File: config.mk
export PLATFORM = sky130hd
export DESIGN_NAME = gpclk_top
export DESIGN_NICKNAME = d
export VERILOG_FILES = /design/src/gpclk_sync.v /design/src/gpclk_div.v /design/src/gpclk_top.v
export VERILOG_INCLUDE_DIRS = /design/src /design/src/src
export SDC_FILE = /design/constraint.sdc
export NUM_CORES = 1
export LEC_CHECK = 0
export BUFFER_PORTS_ARGS = -buffer_cell sky130_fd_sc_hd__buf_4
export CELL_PAD_IN_SITES_DETAIL_PLACEMENT = 2
export CELL_PAD_IN_SITES_GLOBAL_PLACEMENT = 2
export CORE_ASPECT_RATIO = 1.25
export CORE_MARGIN = 4
export CORE_UTILIZATION = 30
export DETAILED_ROUTE_END_ITERATION = 10
export PLACE_DENSITY_LB_ADDON = 0.1
export SETUP_SLACK_MARGIN = 0.5
export SYNTH_ARGS = -nofsm -noshare
export SYNTH_HDL_FRONTEND = slang
export SYNTH_SLANG_ARGS = --single-unit
File: constraint.sdc
create_clock -name clk -period 5.9 [get_ports clk]
set_input_delay 0.885 -clock clk [delete_from_list [all_inputs] [get_ports clk]]
set_output_delay 0.885 -clock clk [all_outputs]
set_load 0.01 [all_outputs]
File: src/gpclk_consts.vh
`ifndef GPCLK_CONSTS_VH
`define GPCLK_CONSTS_VH
// ----------------------------------------
// Register offsets
// ----------------------------------------
`define GPCLK_OFS_OUT      4'h0
`define GPCLK_OFS_DIR      4'h1
`define GPCLK_OFS_IN       4'h2
`define GPCLK_OFS_IEN      4'h3
`define GPCLK_OFS_TYPE_LO  4'h4
`define GPCLK_OFS_TYPE_HI  4'h5
`define GPCLK_OFS_STAT     4'h6
`define GPCLK_OFS_CLKCTL   4'h7
`define GPCLK_OFS_DIV14    4'h8
`define GPCLK_OFS_DIV15    4'h9
// ----------------------------------------
// Reset values
// ----------------------------------------
`define GPCLK_RST_DIR      16'hffff
`define GPCLK_RST_CLKCTL   2'h2
`define GPCLK_RST_DIV      8'h00
// ----------------------------------------
// Timing counts
// ----------------------------------------
`define GPCLK_WARM_CYC     2'h3
// ----------------------------------------
// Detection types
// ----------------------------------------
`define GPCLK_DET_HIGH     3'h0
`define GPCLK_DET_LOW      3'h1
`define GPCLK_DET_RISE     3'h2
`define GPCLK_DET_FALL     3'h3
`define GPCLK_DET_BOTH     3'h4
// ----------------------------------------
// Clock output limit
// ----------------------------------------
`define GPCLK_CLK_MHZ      25
`define GPCLK_MAX_OUT_KHZ  33330
`endif

File: src/gpclk_sync.v
`timescale 1ns/1ps
`default_nettype none
// ----------------------------------------
// Two-stage input synchroniser
// ----------------------------------------
module gpclk_sync #(
   parameter W = 16
) (
   // Clock and reset
   input  wire         clk,
   input  wire         rst_b,
   // Data
   input  wire [W-1:0] d,
   output wire [W-1:0] q
);
   reg [W-1:0] s1_reg;
   reg [W-1:0] s2_reg;

   always @(posedge clk or negedge rst_b)
   begin
      if (!rst_b)
      begin
         s1_reg <= {W{1'b0}};
         s2_reg <= {W{1'b0}};
      end
      else
      begin
         s1_reg <= d;
         s2_reg <= s1_reg;
      end
   end

   assign q = s2_reg;
endmodule // gpclk_sync
`default_nettype wire

File: src/gpclk_div.v
`timescale 1ns/1ps
`default_nettype none
// ----------------------------------------
// Programmable clock divider
// ----------------------------------------
module gpclk_div #(
   parameter W = 8
) (
   // Clock and reset
   input  wire         clk,
   input  wire         rst_b,
   // Control
   input  wire         en,
   input  wire [W-1:0] half,
   // Output
   output wire         clk_out
);
   reg [W-1:0] cnt_reg;
   reg         tog_reg;

   // Half period is half+1 cycles, so output is at most clk/2 (12.5 MHz)
   always @(posedge clk or negedge rst_b)
   begin
      if (!rst_b)
      begin
         cnt_reg <= {W{1'b0}};
         tog_reg <= 1'b0;
      end
      else if (!en)
      begin
         cnt_reg <= {W{1'b0}};
         tog_reg <= 1'b0;
      end
      else if (cnt_reg >= half)
      begin
         cnt_reg <= {W{1'b0}};
         tog_reg <= ~tog_reg;
      end
      else
      begin
         cnt_reg <= cnt_reg + {{(W-1){1'b0}}, 1'b1};
      end
   end

   assign clk_out = tog_reg;
endmodule // gpclk_div
`default_nettype wire

File: src/gpclk_top.v
`include "gpclk_consts.vh"
`timescale 1ns/1ps
`default_nettype none
module gpclk_top #(
   parameter NPIN = 16,
   parameter NIRQ = 13,
   parameter DW   = 8
) (
   // Clock and reset
   input  wire            clk,
   input  wire            rst_b,
   // Register port
   input  wire [3:0]      addr,
   input  wire [31:0]     wdata,
   input  wire            wr,
   input  wire            rd,
   output reg  [31:0]     rdata,
   // Pins
   input  wire [NPIN-1:0] pin_in,
   output reg  [NPIN-1:0] pin_out,
   output reg  [NPIN-1:0] pin_oe_b,
   // Event flags
   output wire [NIRQ-1:0] event_flags,
   output wire            event_any
);
   // ----------------------------------------
   // Registers
   // ----------------------------------------
   reg  [NPIN-1:0]   out_reg;
   reg  [NPIN-1:0]   dir_reg;
   reg  [NIRQ-1:0]   ien_reg;
   reg  [3*NIRQ-1:0] type_reg;
   reg  [NIRQ-1:0]   stat_reg;
   wire [NIRQ-1:0]   stat_next;
   reg  [1:0]        clkctl_reg;
   reg  [DW-1:0]     div14_reg;
   reg  [DW-1:0]     div15_reg;
   reg  [NPIN-1:0]   prev_reg;
   wire [NPIN-1:0]   sync_in;
   wire              clk14;
   wire              clk15;
   reg  [1:0]        warm_reg;
   wire              warm;

   // ----------------------------------------
   // Detection function
   // ----------------------------------------
   function det;
      input [2:0] t;
      input       cur;
      input       prv;
      begin
         case (t)
            `GPCLK_DET_HIGH: det = cur;
            `GPCLK_DET_LOW:  det = ~cur;
            `GPCLK_DET_RISE: det = cur & ~prv;
            `GPCLK_DET_FALL: det = ~cur & prv;
            `GPCLK_DET_BOTH: det = cur ^ prv;
            default:         det = 1'b0;
         endcase
      end
   endfunction

   function is_edge;
      input [2:0] t;
      begin
         is_edge = (t == `GPCLK_DET_RISE) || (t == `GPCLK_DET_FALL)
                   || (t == `GPCLK_DET_BOTH);
      end
   endfunction

   // ----------------------------------------
   // Synchroniser and dividers
   // ----------------------------------------
   gpclk_sync #(.W(NPIN)) u_sync (
      .clk   (clk),
      .rst_b (rst_b),
      .d     (pin_in),
      .q     (sync_in)
   );

   gpclk_div #(.W(DW)) u_div14 (
      .clk     (clk),
      .rst_b   (rst_b),
      .en      (clkctl_reg[0]),
      .half    (div14_reg),
      .clk_out (clk14)
   );

   gpclk_div #(.W(DW)) u_div15 (
      .clk     (clk),
      .rst_b   (rst_b),
      .en      (clkctl_reg[1]),
      .half    (div15_reg),
      .clk_out (clk15)
   );

   // ----------------------------------------
   // Register writes
   // ----------------------------------------
   always @(posedge clk or negedge rst_b)
   begin
      if (!rst_b)
      begin
         out_reg    <= {NPIN{1'b0}};
         dir_reg    <= `GPCLK_RST_DIR;
         ien_reg    <= {NIRQ{1'b0}};
         type_reg   <= {(3*NIRQ){1'b0}};
         clkctl_reg <= `GPCLK_RST_CLKCTL;
         div14_reg  <= `GPCLK_RST_DIV;
         div15_reg  <= `GPCLK_RST_DIV;
      end
      else if (wr)
      begin
         case (addr)
            `GPCLK_OFS_OUT:     out_reg <= wdata[NPIN-1:0];
            `GPCLK_OFS_DIR:     dir_reg <= wdata[NPIN-1:0];
            `GPCLK_OFS_IEN:     ien_reg <= wdata[NIRQ-1:0];
            `GPCLK_OFS_TYPE_LO: type_reg[20:0] <= wdata[20:0];
            `GPCLK_OFS_TYPE_HI: type_reg[38:21] <= wdata[17:0];
            `GPCLK_OFS_CLKCTL:  clkctl_reg <= wdata[1:0];
            `GPCLK_OFS_DIV14:   div14_reg <= wdata[DW-1:0];
            `GPCLK_OFS_DIV15:   div15_reg <= wdata[DW-1:0];
            default:            out_reg <= out_reg;
         endcase
      end
   end

   // ----------------------------------------
   // Event detection
   // ----------------------------------------
   genvar g;
   generate
      for (g = 0; g < NIRQ; g = g + 1)
      begin : g_det
         wire armed = ien_reg[g] & dir_reg[g] & warm;
         wire hit   = armed & det(type_reg[3*g+2:3*g], sync_in[g], prev_reg[g]);
         wire lvl   = ~is_edge(type_reg[3*g+2:3*g]);
         wire clr   = wr && (addr == `GPCLK_OFS_STAT) && wdata[g];
         // Level flags follow the pin; edge flags stick, set beats clear
         assign stat_next[g] = lvl ? hit : (hit | (~clr & stat_reg[g]));
      end
   endgenerate

   always @(posedge clk or negedge rst_b)
   begin
      if (!rst_b)
      begin
         stat_reg <= {NIRQ{1'b0}};
         prev_reg <= {NPIN{1'b0}};
      end
      else
      begin
         stat_reg <= stat_next;
         prev_reg <= sync_in;
      end
   end

   assign event_flags = stat_reg;
   assign event_any   = |stat_reg;

   // Detection waits until synchroniser and previous sample hold real levels,
   // so a pin pulled high through reset raises no false edge
   assign warm = (warm_reg == `GPCLK_WARM_CYC);

   always @(posedge clk or negedge rst_b)
   begin
      if (!rst_b)
         warm_reg <= 2'h0;
      else if (!warm)
         warm_reg <= warm_reg + 2'h1;
   end

   // ----------------------------------------
   // Pin drive
   // ----------------------------------------
   always @(posedge clk or negedge rst_b)
   begin
      if (!rst_b)
      begin
         pin_out  <= {NPIN{1'b0}};
         pin_oe_b <= {1'b0, {(NPIN-1){1'b1}}};
      end
      else
      begin
         pin_out  <= {clkctl_reg[1] ? clk15 : out_reg[15],
                      clkctl_reg[0] ? clk14 : out_reg[14],
                      out_reg[13:0]};
         pin_oe_b <= {dir_reg[15] & ~clkctl_reg[1],
                      dir_reg[14] & ~clkctl_reg[0],
                      dir_reg[13:0]};
      end
   end

   // ----------------------------------------
   // Register reads
   // ----------------------------------------
   always @(posedge clk or negedge rst_b)
   begin
      if (!rst_b)
         rdata <= 32'h00000000;
      else if (rd)
      begin
         case (addr)
            `GPCLK_OFS_OUT:     rdata <= {16'h0000, out_reg};
            `GPCLK_OFS_DIR:     rdata <= {16'h0000, dir_reg};
            `GPCLK_OFS_IN:      rdata <= {16'h0000, sync_in};
            `GPCLK_OFS_IEN:     rdata <= {19'h00000, ien_reg};
            `GPCLK_OFS_TYPE_LO: rdata <= {11'h000, type_reg[20:0]};
            `GPCLK_OFS_TYPE_HI: rdata <= {14'h0000, type_reg[38:21]};
            `GPCLK_OFS_STAT:    rdata <= {19'h00000, stat_reg};
            `GPCLK_OFS_CLKCTL:  rdata <= {30'h00000000, clkctl_reg};
            `GPCLK_OFS_DIV14:   rdata <= {24'h000000, div14_reg};
            `GPCLK_OFS_DIV15:   rdata <= {24'h000000, div15_reg};
            default:            rdata <= 32'h00000000;
         endcase
      end
      else
         rdata <= 32'h00000000;
   end
endmodule // gpclk_top
`default_nettype wire

==> flow_summary.json <==
{
  "status": "completed",
  "stdcell_area_sq_um": 12500,
  "die_y_um": 215,
  "first_global_vias": 8264,
  "pre_cts_slack_ns": 2.54,
  "p_int_w": 0.00334,
  "post_cts_buffers": 0,
  "layout-drive-gt1-share_pct": 34.4,
  "drv_cap": 0,
  "num_antenna_cells": 0,
  "nets": 1016,
  "numPortBuffers": 111,
  "clk_latency_ns": 0.55,
  "root_buffer": "clkbuf_16",
  "maxSlewViolCount": 0,
  "pwr-share-clk_pct": 36.1,
  "yosysTopAreaCellShare_pct": 48.8,
  "grt_usage_pct": 18.0,
  "power_frac_seq_pct": 46.8,
  "fin_crit_ns": 2.93,
  "sw_frac_of_total_pct": 29.2,
  "antenna_left": 0,
  "peakVddDrop_uv": 142,
  "setup_viol": 0,
  "routed_via_density": 5.25,
  "reg2regPathDepth": 6,
  "coreArea_sq_um": 33800,
  "grt_pass1_wl_um": 52300,
  "first_pass_iters": 7,
  "place_area_sq_um": 11600,
  "gp_congestion": 0.763,
  "clkTransAtPathRegs_ns": 0.06,
  "start_kind": "flip-flop",
  "r2r_start": "warm_reg[0]$_DFFE_PN0N_",
  "antenna_found_initial": 0,
  "cp-startpoint": "event_flags[4]$_DFF_PN0_",
  "place_inst": 1308,
  "syn_inst": 793,
  "dieArea_sq_um": 37400,
  "drc": 0,
  "syn_area_per_cell_sq_um": 13.0,
  "end_kind": "output port",
  "crit_arrival_ns": 2.04,
  "worstSetupEndpoint": "event_any",
  "final-instance-count-excl-fill": 1358,
  "yosys-top-cells-area": "dfrtp_1, mux2_2, dfstp_2, ha_1, a22oi_1",
  "num_io_pins": 134,
  "reg2reg_to": "event_flags[8]$_DFF_PN0_",
  "syn_area_sq_um": 10300,
  "wire_per_inst_um": 24.9,
  "r2r_slack_ns": 3.72,
  "fp-row-count": 75,
  "route.vias.total": 7129,
  "rsz0062_at_grt": "no",
  "synth_cell_type_count": 51,
  "synth-edff-count": 0,
  "hpwl_um": 22700,
  "clock_skew_ns": 0.00962,
  "area_growth_pct": 21.2,
  "timing.final.crit_share_pct": 49.6,
  "hold_buffers": 0,
  "tightestPinTransition_ns": 1.13,
  "max_freq_ghz": 0.342,
  "clock_path_buffers": 3,
  "cts.sinks": 233,
  "cts_tree": "built",
  "synth_largest_area_cell": "dfrtp_1",
  "cp_max_fo": 4,
  "cp.required_ns": 5.02,
  "hp-class": "input port to asynchronous set/reset pin",
  "largest_reg_flops": 39,
  "ctsResizeCount": 0,
  "async_flop_share_pct": 100,
  "routed_wl_um": 33800,
  "ys.flop_type": "dfrtp_1",
  "yosys_warnings": 0,
  "powerDensity_nw_per_um2": 378,
  "p_sw_w": 0.00138,
  "grt_max_degree": 77,
  "seq_area_frac_synth_pct": 56.9,
  "hold_viol_final": 0,
  "die_x_um": 174,
  "max_slew_margin_pct": 24.5,
  "htreeDepth": 1,
  "totalNegativeSetupSlack_ns": 0,
  "grt_overflow_total": 0,
  "setup_slack_ns": 2.97,
  "leakage_nw": 5.69,
  "cts-buffers-inserted": 28,
  "power_frac_comb_pct": 17.1,
  "fin_util_pct": 37.0,
  "initial_core_util_pct": 30.5,
  "synth-seq-cells": 233,
  "nFillCells": 3471,
  "drt-initial-drc-count": 368,
  "crit_type": "flip-flop to output port"
}
[critical path, cell delays in order, from the launching register on]
cell	delay (ns)
dfrtp_1	0.49
nor4_1	0.51
nand4_1	0.27
buf_4	0.22
[layout make-up]
type                            count  area, sq um  area share (%)
Tap cell                          423          529            4.24
Inverter                           44          165            1.32
Sequential cell                   233         5870            47.0
Multi-Input combinational cell    489         4120            33.0
Clock inverter                     11         83.8           0.671
Timing Repair Buffer              119          901            7.21
Clock buffer                       39          823            6.59
[per-layer routing]
layer | GRT usage (%) | vias to the layer above | share of wire, %
met5 | 0 | - | 0
met4 | 5.39 | 0 | 2.6
met3 | 2.81 | 64 | 4.1
met2 | 33.3 | 159 | 53
met1 | 21.5 | 3794 | 41
li1 | - | 3112 | -
[worst min-delay path by stage]
stage | end | slack [ns] | depth (start not counted)
floorplan | u_sync.q[0]$_DFF_PN0_ | 0.33 | 0
global placement | u_sync.q[13]$_DFF_PN0_ | 0.33 | 0
detailed placement | u_sync.q[7]$_DFF_PN0_ | 0.34 | 0
CTS | prev_reg[9]$_DFF_PN0_ | 0.32 | 1
global route | pin_out[8]$_DFF_PN0_ | 0.35 | 1
finish | prev_reg[9]$_DFF_PN0_ | 0.32 | 1
[power groups by stage]
stage,logic (W),clock network [W],registers [W]
6_report,0.000805,0.00171,0.00221
5_1_grt,0.000897,0.00183,0.00225
4_1_cts,0.000825,0.00176,0.00221
3_5_place_dp,0.000818,0,0.00224
3_3_place_gp,0.000770,0,0.00222
2_1_floorplan,0.000458,0,0.00214
[layout by cell type (no fill, tap or decap), types with 14 or more instances in the layout]
cell type,count
nor2_1,45
inv_1,44
ha_1,45
nor3b_1,14
mux2_2,97
dfrtp_1,201
buf_4,118
a22oi_1,30
a221oi_1,19
nand2b_1,16
a31oi_1,14
a21oi_1,21
nand3_1,22
nand2_1,22
clkbuf_16,29
dfstp_2,32
[cell usage after synthesis, types with 6 or more instances]
| cell | count |
|---|---|
| and3_1 | 12 |
| a222oi_1 | 11 |
| dfstp_2 | 32 |
| mux2_4 | 10 |
| a22o_1 | 7 |
| nand3_1 | 22 |
| a221oi_1 | 19 |
| mux2_2 | 97 |
| o31a_1 | 12 |
| a21oi_1 | 21 |
| buf_4 | 14 |
| buf_2 | 14 |
| inv_1 | 44 |
| a31oi_1 | 14 |
| a22oi_1 | 30 |
| nand2b_1 | 16 |
| nor3b_1 | 14 |
| nand2_1 | 22 |
| o22a_1 | 12 |
| dfrtp_1 | 201 |
| xor2_1 | 10 |
| mux2i_1 | 12 |
| nor2_1 | 45 |
| o21ai_0 | 6 |
| ha_1 | 45 |
| clkbuf_1 | 8 |
[per-stage QoR]
| step | power, W | hold slack (ns) |
|---|---|---|
| after floorplan | 0.00260 | 0.331 |
| after global placement | 0.00299 | 0.335 |
| after detailed placement | 0.00306 | 0.336 |
| after CTS | 0.00480 | 0.317 |
| after global routing | 0.00498 | 0.353 |
| final | 0.00472 | 0.323 |
[kinds of logic after synthesis]
| logic type | share of synthesized area [%] |
|---|---|
| flip-flops | 56.9 |
| AND/OR/NAND/NOR | 9.08 |
| XOR/XNOR | 1.10 |
| multiplexers | 13.3 |
| buffers and inverters | 3.70 |
| AO/OA/AOI/OAI | 10.3 |
| other | 0.0364 |
| adder cells (fa/ha/maj) | 5.46 |
Note: power is estimated with default switching activity, not from simulation.
